--- config.mk ---
export PLATFORM = sky130hd
export DESIGN_NAME = cld_codec_link_dma
export DESIGN_NICKNAME = d
export VERILOG_FILES = /design/src/design/cld_pkg.sv /design/src/design/cld_codec_link_dma.sv
export VERILOG_INCLUDE_DIRS = /design/src /design/src/design
export SDC_FILE = /design/constraint.sdc
export NUM_CORES = 1
export LEC_CHECK = 0
export BUFFER_PORTS_ARGS = -buffer_cell sky130_fd_sc_hd__buf_4
export CELL_PAD_IN_SITES_DETAIL_PLACEMENT = 1
export CELL_PAD_IN_SITES_GLOBAL_PLACEMENT = 1
export CORE_MARGIN = 2
export CORE_UTILIZATION = 35
export CTS_CLUSTER_SIZE = 28
export DETAILED_ROUTE_END_ITERATION = 10
export PLACE_DENSITY = 0.65
export SLEW_MARGIN = 15
export SYNTH_ARGS = -nofsm -noshare
export SYNTH_HDL_FRONTEND = slang
export SYNTH_SLANG_ARGS = --single-unit
--- constraint.sdc ---
create_clock -name hclk -period 3.7 [get_ports hclk]
set_input_delay 0.37 -clock hclk [delete_from_list [all_inputs] [get_ports hclk]]
set_output_delay 0.37 -clock hclk [all_outputs]
set_load 0.03 [all_outputs]
--- src/design/cld_params.svh ---
`ifndef CLD_PARAMS_SVH
`define CLD_PARAMS_SVH

`define CLD_PTR_W 12
`define CLD_OFF_TEL_HOLD 8'h7c
`define CLD_OFF_SF0_CTRL 8'h80
`define CLD_OFF_SF1_CTRL 8'h84
`define CLD_OFF_SF0_STAT 8'h88
`define CLD_OFF_SF1_STAT 8'h8c
`define CLD_OFF_DMA_CTL 8'h90
`define CLD_DMA_WMASK 32'hc003c003
`define CLD_SND_SINGLE 31
`define CLD_SND_RXFIRST 30
`define CLD_SND_PTR_LSB 18
`define CLD_SND_RXEN 17
`define CLD_SND_TXEN 16
`define CLD_TEL_SINGLE 15
`define CLD_TEL_RXFIRST 14
`define CLD_TEL_PTR_LSB 2
`define CLD_TEL_RXEN 1
`define CLD_TEL_TXEN 0
`define CLD_FRAME_LAST 7'h7f
`define CLD_WORD_LAST 5'h1f

`endif

--- src/design/cld_pkg.sv ---
package cld_pkg;
`include "cld_params.svh"

   typedef enum logic [1:0] {CLD_IDLE, CLD_FIRST, CLD_SECOND} cld_phase_e;

   typedef struct packed {
      cld_phase_e phase;
      logic [`CLD_PTR_W-1:0] ptr;
      logic halted;
   } cld_chan_s;

   typedef struct packed {
      logic [2:0] sclk_sync;
      logic [1:0] din_sync;
      logic [1:0] fsync_sync;
      logic [6:0] bitcnt;
      logic [31:0] rx_shift;
      logic dout;
      logic [31:0] sf0_ctrl;
      logic [31:0] sf1_ctrl;
      logic [31:0] sf0_stat;
      logic [31:0] sf1_stat;
      logic [31:0] tel_hold;
      logic tel_flag;
      logic [31:0] dma_ctl;
      cld_chan_s snd;
      cld_chan_s tel;
      logic ap_write;
      logic [7:0] ap_addr;
      logic [31:0] rdata;
   } cld_state_s;
endpackage
--- src/design/cld_codec_link_dma.sv ---
`timescale 1ns/1ps
`include "cld_params.svh"

module cld_codec_link_dma (
   input wire logic hclk,
   input wire logic hresetn,
   input wire logic hsel,
   input wire logic [31:0] haddr,
   input wire logic [1:0] htrans,
   input wire logic hwrite,
   input wire logic [2:0] hsize,
   input wire logic [31:0] hwdata,
   input wire logic hready,
   output logic hreadyout,
   output logic hresp,
   output logic [31:0] hrdata,
   input wire logic link_sclk,
   input wire logic link_fsync,
   input wire logic link_din,
   output logic link_dout,
   input wire logic module_enable,
   input wire logic sound_enable,
   input wire logic telecom_enable,
   input wire logic subframe0_enable,
   input wire logic subframe1_enable,
   input wire logic telecom_sf1_select,
   input wire logic [31:0] telecom_tx_word,
   input wire logic [31:0] sound_tx_word,
   input wire logic sound_sample_tick,
   input wire logic [`CLD_PTR_W-1:0] dma_buffer_size,
   output logic [31:0] telecom_rx_holding,
   output logic telecom_input_flag,
   output logic sound_dma_rx_req,
   output logic sound_dma_tx_req,
   input wire logic sound_dma_ack,
   output logic telecom_dma_rx_req,
   output logic telecom_dma_tx_req,
   input wire logic telecom_dma_ack,
   output logic [`CLD_PTR_W-1:0] sound_dma_pointer,
   output logic [`CLD_PTR_W-1:0] telecom_dma_pointer
);
   import cld_pkg::*;

   cld_state_s q;
   cld_state_s n;
   logic rise;
   logic fall;
   logic [6:0] bitpos;
   logic ap_valid;
   logic [31:0] tx_word;

   function automatic logic sf_on(input logic sf);
      return sf ? subframe1_enable : subframe0_enable;
   endfunction

   // Word driven in one of the four 32-bit slots of a frame
   function automatic logic [31:0] slot_word(input cld_state_s s, input logic [1:0] slot);
      logic [31:0] data;
      data = (slot[1] == telecom_sf1_select) ? (telecom_enable ? telecom_tx_word : 32'h0000_0000)
                                              : (sound_enable ? sound_tx_word : 32'h0000_0000);
      unique case (slot)
         2'h0: return s.sf0_ctrl;
         2'h2: return s.sf1_ctrl;
         default: return data;
      endcase
   endfunction

   // One DMA channel: up to two ordered requests per sample, then pointer step
   function automatic cld_chan_s chan_next(input cld_chan_s c, input logic tick, input logic rxen,
                                           input logic txen, input logic rxfirst, input logic single,
                                           input logic ack);
      cld_chan_s r;
      logic first_on;
      logic second_on;
      r = c;
      first_on = rxfirst ? rxen : txen;
      second_on = rxfirst ? txen : rxen;
      if (!rxen && !txen) begin
         // Disabling both directions rearms the channel at buffer start
         r.phase = CLD_IDLE;
         r.ptr = '0;
         r.halted = 1'b0;
      end else begin
         unique case (c.phase)
            CLD_IDLE: begin
               if (tick && !c.halted) begin
                  r.phase = CLD_FIRST;
               end
            end
            CLD_FIRST: begin
               if (ack || !first_on) begin
                  r.phase = CLD_SECOND;
               end
            end
            CLD_SECOND: begin
               if (ack || !second_on) begin
                  r.phase = CLD_IDLE;
                  if (c.ptr == dma_buffer_size - 12'h001) begin
                     r.ptr = '0;
                     r.halted = single;
                  end else begin
                     r.ptr = c.ptr + 12'h001;
                  end
               end
            end
         endcase
      end
      return r;
   endfunction

   function automatic logic [1:0] chan_req(input cld_chan_s c, input logic rxen, input logic txen,
                                           input logic rxfirst);
      logic rx_now;
      rx_now = (c.phase == CLD_FIRST) ? rxfirst : !rxfirst;
      if (c.phase == CLD_IDLE) begin
         return 2'b00;
      end
      return {rx_now & rxen, !rx_now & txen};
   endfunction

   always_comb begin
      n = q;
      n.tel_flag = 1'b0;
      ap_valid = hsel & htrans[1] & hready;

      // The second stage of each synchroniser feeds logic, and the third sclk stage feeds edge detection
      n.sclk_sync = {q.sclk_sync[1:0], link_sclk};
      n.din_sync = {q.din_sync[0], link_din};
      n.fsync_sync = {q.fsync_sync[0], link_fsync};
      rise = q.sclk_sync[1] & ~q.sclk_sync[2];
      fall = ~q.sclk_sync[1] & q.sclk_sync[2];
      bitpos = q.fsync_sync[1] ? 7'h00 : q.bitcnt;
      // Named word, since a call result cannot be bit-selected
      tx_word = slot_word(q, q.bitcnt[6:5]);

      if (!module_enable) begin
         n.bitcnt = 7'h00;
         n.dout = 1'b0;
         n.rx_shift = 32'h0000_0000;
      end else begin
         if (rise) begin
            n.rx_shift = {q.rx_shift[30:0], q.din_sync[1]};
            n.bitcnt = bitpos + 7'h01;
            if (bitpos[4:0] == `CLD_WORD_LAST && sf_on(bitpos[6])) begin
               unique case (bitpos[6:5])
                  2'h0: n.sf0_stat = n.rx_shift;
                  2'h2: n.sf1_stat = n.rx_shift;
                  default: begin
                     if (telecom_enable && bitpos[6] == telecom_sf1_select) begin
                        n.tel_hold = n.rx_shift;
                        n.tel_flag = 1'b1;
                     end
                  end
               endcase
            end
         end
         // Output changes on the falling edge so it is settled at the sampling edge
         if (fall) begin
            n.dout = sf_on(q.bitcnt[6]) ? tx_word[~q.bitcnt[4:0]] : 1'b0;
         end
      end

      n.snd = chan_next(q.snd, sound_sample_tick, q.dma_ctl[`CLD_SND_RXEN], q.dma_ctl[`CLD_SND_TXEN],
                        q.dma_ctl[`CLD_SND_RXFIRST], q.dma_ctl[`CLD_SND_SINGLE], sound_dma_ack);
      n.tel = chan_next(q.tel, q.tel_flag, q.dma_ctl[`CLD_TEL_RXEN], q.dma_ctl[`CLD_TEL_TXEN],
                        q.dma_ctl[`CLD_TEL_RXFIRST], q.dma_ctl[`CLD_TEL_SINGLE], telecom_dma_ack);

      // Data phase of the previous write
      if (q.ap_write) begin
         unique case (q.ap_addr)
            `CLD_OFF_SF0_CTRL: n.sf0_ctrl = hwdata;
            `CLD_OFF_SF1_CTRL: n.sf1_ctrl = hwdata;
            `CLD_OFF_DMA_CTL: n.dma_ctl = hwdata & `CLD_DMA_WMASK;
            default: ;
         endcase
      end

      n.ap_write = ap_valid & hwrite;
      n.ap_addr = haddr[7:0];
      // Read value taken from the next state, so a write just before it is seen
      if (ap_valid && !hwrite) begin
         unique case (haddr[7:0])
            `CLD_OFF_TEL_HOLD: n.rdata = n.tel_hold;
            `CLD_OFF_SF0_CTRL: n.rdata = n.sf0_ctrl;
            `CLD_OFF_SF1_CTRL: n.rdata = n.sf1_ctrl;
            `CLD_OFF_SF0_STAT: n.rdata = n.sf0_stat;
            `CLD_OFF_SF1_STAT: n.rdata = n.sf1_stat;
            `CLD_OFF_DMA_CTL: begin
               n.rdata = n.dma_ctl;
               n.rdata[`CLD_SND_PTR_LSB +: `CLD_PTR_W] = n.snd.ptr;
               n.rdata[`CLD_TEL_PTR_LSB +: `CLD_PTR_W] = n.tel.ptr;
            end
            default: n.rdata = 32'h0000_0000;
         endcase
      end
   end

   always_ff @(posedge hclk or negedge hresetn) begin
      if (!hresetn) begin
         q <= '0;
      end else begin
         q <= n;
      end
   end

   assign hreadyout = 1'b1;
   assign hresp = 1'b0;
   assign hrdata = q.rdata;
   assign link_dout = q.dout;
   assign telecom_rx_holding = q.tel_hold;
   assign telecom_input_flag = q.tel_flag;
   assign {sound_dma_rx_req, sound_dma_tx_req} = chan_req(q.snd, q.dma_ctl[`CLD_SND_RXEN],
                                                          q.dma_ctl[`CLD_SND_TXEN],
                                                          q.dma_ctl[`CLD_SND_RXFIRST]);
   assign {telecom_dma_rx_req, telecom_dma_tx_req} = chan_req(q.tel, q.dma_ctl[`CLD_TEL_RXEN],
                                                              q.dma_ctl[`CLD_TEL_TXEN],
                                                              q.dma_ctl[`CLD_TEL_RXFIRST]);
   assign sound_dma_pointer = q.snd.ptr;
   assign telecom_dma_pointer = q.tel.ptr;
endmodule // cld_codec_link_dma

==> flow_summary.json <==
{
  "wl_per_cell_um": 24.03,
  "async_reset_ff_share_pct": 100.0,
  "core_area_mm2": 0.04308,
  "layout-drive-gt1-share_pct": 34.47,
  "ys_seq_area_share_pct": 46.81,
  "reg2reg_from": "q[305]",
  "start_util_pct": 35.49,
  "clockBufferDepth": 3,
  "end_kind": "flop",
  "setup_violations": 0,
  "dieArea_mm2": 0.04537,
  "yosysTopAreaCell": "dfrtp_1",
  "ys.flop_type": "dfrtp_1",
  "layout_min_cycle_time_ps": 3466,
  "endpoint": "hrdata[2]",
  "clock_skew_ps": 11.27,
  "fillers": 4729,
  "worst_r2r_path_depth": 13,
  "io_pins": 258,
  "antenna_left": 0,
  "yosys_register_bits": 286,
  "overflow": 0,
  "firstDrtPassIters": 5,
  "r2r_slack_ps": 230,
  "place_congestion": 0.8683,
  "cts_sinks": 286,
  "cts_made_buffers": 30,
  "avgSynthCellArea_um2": 10.89,
  "stdcell_area_mm2": 0.01829,
  "netlist_top_cells_area": "dfrtp_1 (47%), mux2_2 (13%), buf_4 (4.4%), nand2_1 (2.6%), a22o_1 (2.5%)",
  "dr_total_vias": 11910,
  "drt_drc_violations_left": 0,
  "crit_arrival_ps": 3880,
  "r2r-end": "hrdata[2]",
  "hp-class": "in2reg",
  "worstPathRequired_ps": 4120,
  "root_buffer": "clkbuf_16",
  "multi_input_area_mm2": 0.007003,
  "hold_slack_ps": 32.51,
  "drt_iter0_drc": 796,
  "first_global_vias": 12520,
  "crit_start": "q[305]",
  "dpl_cell_area_mm2": 0.01712,
  "yosys.cell_count.top_type": "dfrtp_1",
  "crit_fanout": 23,
  "antenna_found_initial": 1,
  "die_w_um": 213,
  "clk_pin_slew_worst_paths_ps": 60,
  "p_leak_uw": 0.008238,
  "slowest_delay_ps": 490,
  "synth_nets": 1577,
  "p_per_area_mw_per_mm2": 402.8,
  "register_area_mm2": 0.007158,
  "finalHoldViolations": 0,
  "max_freq_mhz": 288.5,
  "dp_hpwl_um": 37190,
  "grt_usage_pct": 22.59,
  "start_kind": "flop",
  "yosysWarnings": 0,
  "synth_edf_count": 0,
  "maxCapViolCount": 0,
  "worstMarginPinSlew_ps": 952.6,
  "timing.final.crit_share_pct": 93.69,
  "grt_pass1_wl_um": 78180,
  "via_per_inst": 5.548,
  "finalMaxSlewViolations": 0,
  "busiest_layer": "met2",
  "num_antenna_cells": 0,
  "ir_drop_uv": 332.3,
  "die_y_um": 213,
  "grtUsageMet1_pct": 31.90,
  "cp_cell_sequence": "nor2b_2 -> ha_1 -> nand2_1 -> nor3_1 -> ha_1 -> nand3b_1 -> or3_1 -> buf_12 -> mux2_2 -> a32oi_1 -> a31oi_1 -> a211oi_1 -> o41ai_1",
  "netlist_instances": 1404,
  "slew_headroom_pct": 35.91,
  "status": "finished clean",
  "total_power_uw": 7368,
  "yosys-top-cells-count": "dfrtp_1 (286), mux2_2 (181), nand2_1 (104)",
  "area_delta_synth_final_pct": 19.64,
  "grt_max_degree": 102,
  "synth.distinct_cells": 80,
  "nets": 1710,
  "wl_um": 51570,
  "synth_area_mm2": 0.01529,
  "use_met2_pct": 36.86,
  "rows": 76,
  "critical_path_class": "reg2reg",
  "grt_util_met3_pct": 3.486,
  "h-tree-depth": 1,
  "crit_top_cell": "ha_1",
  "io_buffers": 227,
  "cts_tree": "yes",
  "rsz0062_at_grt": "false",
  "cp_slowest_cell": "or3_1",
  "clk_latency_ps": 560,
  "synth_top_area_share_pct": 46.81,
  "tns_ps": 0
}
[final cells by class]
| class | instances | area share (%) |
|---|---|---|
| clock buffers | 45 | 4.966 |
| multi-input cells | 906 | 38.29 |
| clock inverters | 11 | 0.7524 |
| well taps | 585 | 4.002 |
| inverters | 26 | 0.5336 |
| flip-flops and latches | 286 | 39.13 |
| repair buffers | 287 | 12.33 |
[cells by family (layout without fill, tap and decap cells)]
family | count (synthesis) | in the layout | synth area share (%)
XOR/XNOR | 48 | 48 | 2.930
flip-flops | 286 | 286 | 46.81
adder cells (fa/ha/maj) | 11 | 11 | 0.9002
AO/OA/AOI/OAI | 322 | 322 | 16.04
buffers and inverters | 212 | 369 | 7.611
other | 2 | 2 | 0.04912
AND/OR/NAND/NOR | 319 | 319 | 10.73
multiplexers | 204 | 204 | 14.93
[per-layer routing]
| layer | wire length, µm | up-vias |
|---|---|---|
| li1 | - | 5387 |
| met1 | 23710 | 6157 |
| met2 | 24210 | 312 |
| met3 | 2796 | 48 |
| met4 | 839 | 2 |
| met5 | 11 | - |
[flip-flops by register name (all words and copies together) (netlist names)]
| signal | cells |
|---|---|
| q | 192 |
| n | 4 |
| link_dout | 1 |
| telecom_dma_pointer | 12 |
| telecom_input_flag | 1 |
| hrdata | 32 |
| telecom_rx_holding | 32 |
| sound_dma_pointer | 12 |
[repair_timing]
| action | 4_1_cts | 5_1_grt |
|---|---|---|
| resized for setup | 0 | 1 |
| endpoints found under the hold margin | 108 | 0 |
| setup buffers | 0 | 0 |
| endpoints found under the setup margin | 0 | 2 |
| hold buffers | 12 | 0 |
[per-stage QoR]
step | setup WS [ps] | utilization (%) | instances
floorplan | 105.9 | - | 1404
global placement | 291.6 | 39.75 | 2078
detailed placement | 195.4 | 39.75 | 2078
CTS | 170.9 | 42.46 | 2146
global route | 22.99 | 42.46 | 2146
finish | 233.5 | 42.46 | 2146
[worst min-delay path by stage]
stage	from	endpoint	slack [ps]	cells after the start
2_1_floorplan	hresetn	hrdata[0]	70	0
3_3_place_gp	n[307]	q[307]	330	0
3_5_place_dp	n[307]	q[307]	340	0
4_1_cts	hwrite	q[40]	10	2
5_1_grt	hwrite	q[40]	20	2
6_report	hwrite	q[40]	30	2
[placed cells by master, fill, tap and decap left out, types with 8 or more instances in the layout]
master / instances
a22oi_1: 27
or3_1: 8
nand2b_1: 9
nor2b_1: 11
xnor2_1: 31
dfrtp_1: 285
buf_4: 269
a32oi_1: 26
nor2_1: 50
ha_1: 11
a31oi_1: 12
nand3_1: 37
dlygate4sd3_1: 12
o21ai_0: 41
clkbuf_8: 8
inv_1: 24
clkbuf_16: 31
mux2_2: 181
a221oi_1: 24
a31o_2: 13
a211oi_1: 18
o211ai_1: 13
nor4_1: 10
and2_1: 13
a22o_1: 44
a21oi_1: 30
nand4_1: 13
xor2_1: 15
and3_1: 12
mux2i_1: 21
a221o_1: 12
nand2_1: 104
nor3_1: 15
[worst max-delay path, delay by kind of cell, from the launching register on]
family	cells	cell delay, ps
AOI/OAI and AO/OA	4	800
adders and majority gates	2	450
buffers and inverters	1	210
DFF	1	430
muxes	1	290
and+or+nand+nor	5	1130
[where the power goes]
group | switching, µW | internal (µW) | total, µW
sequential | 99.2 | 3200 | 3300
combinational | 540 | 349 | 889
clock | 1280 | 1900 | 3180
total | 1920 | 5450 | 7370
Power figures use the tool's default switching activity.
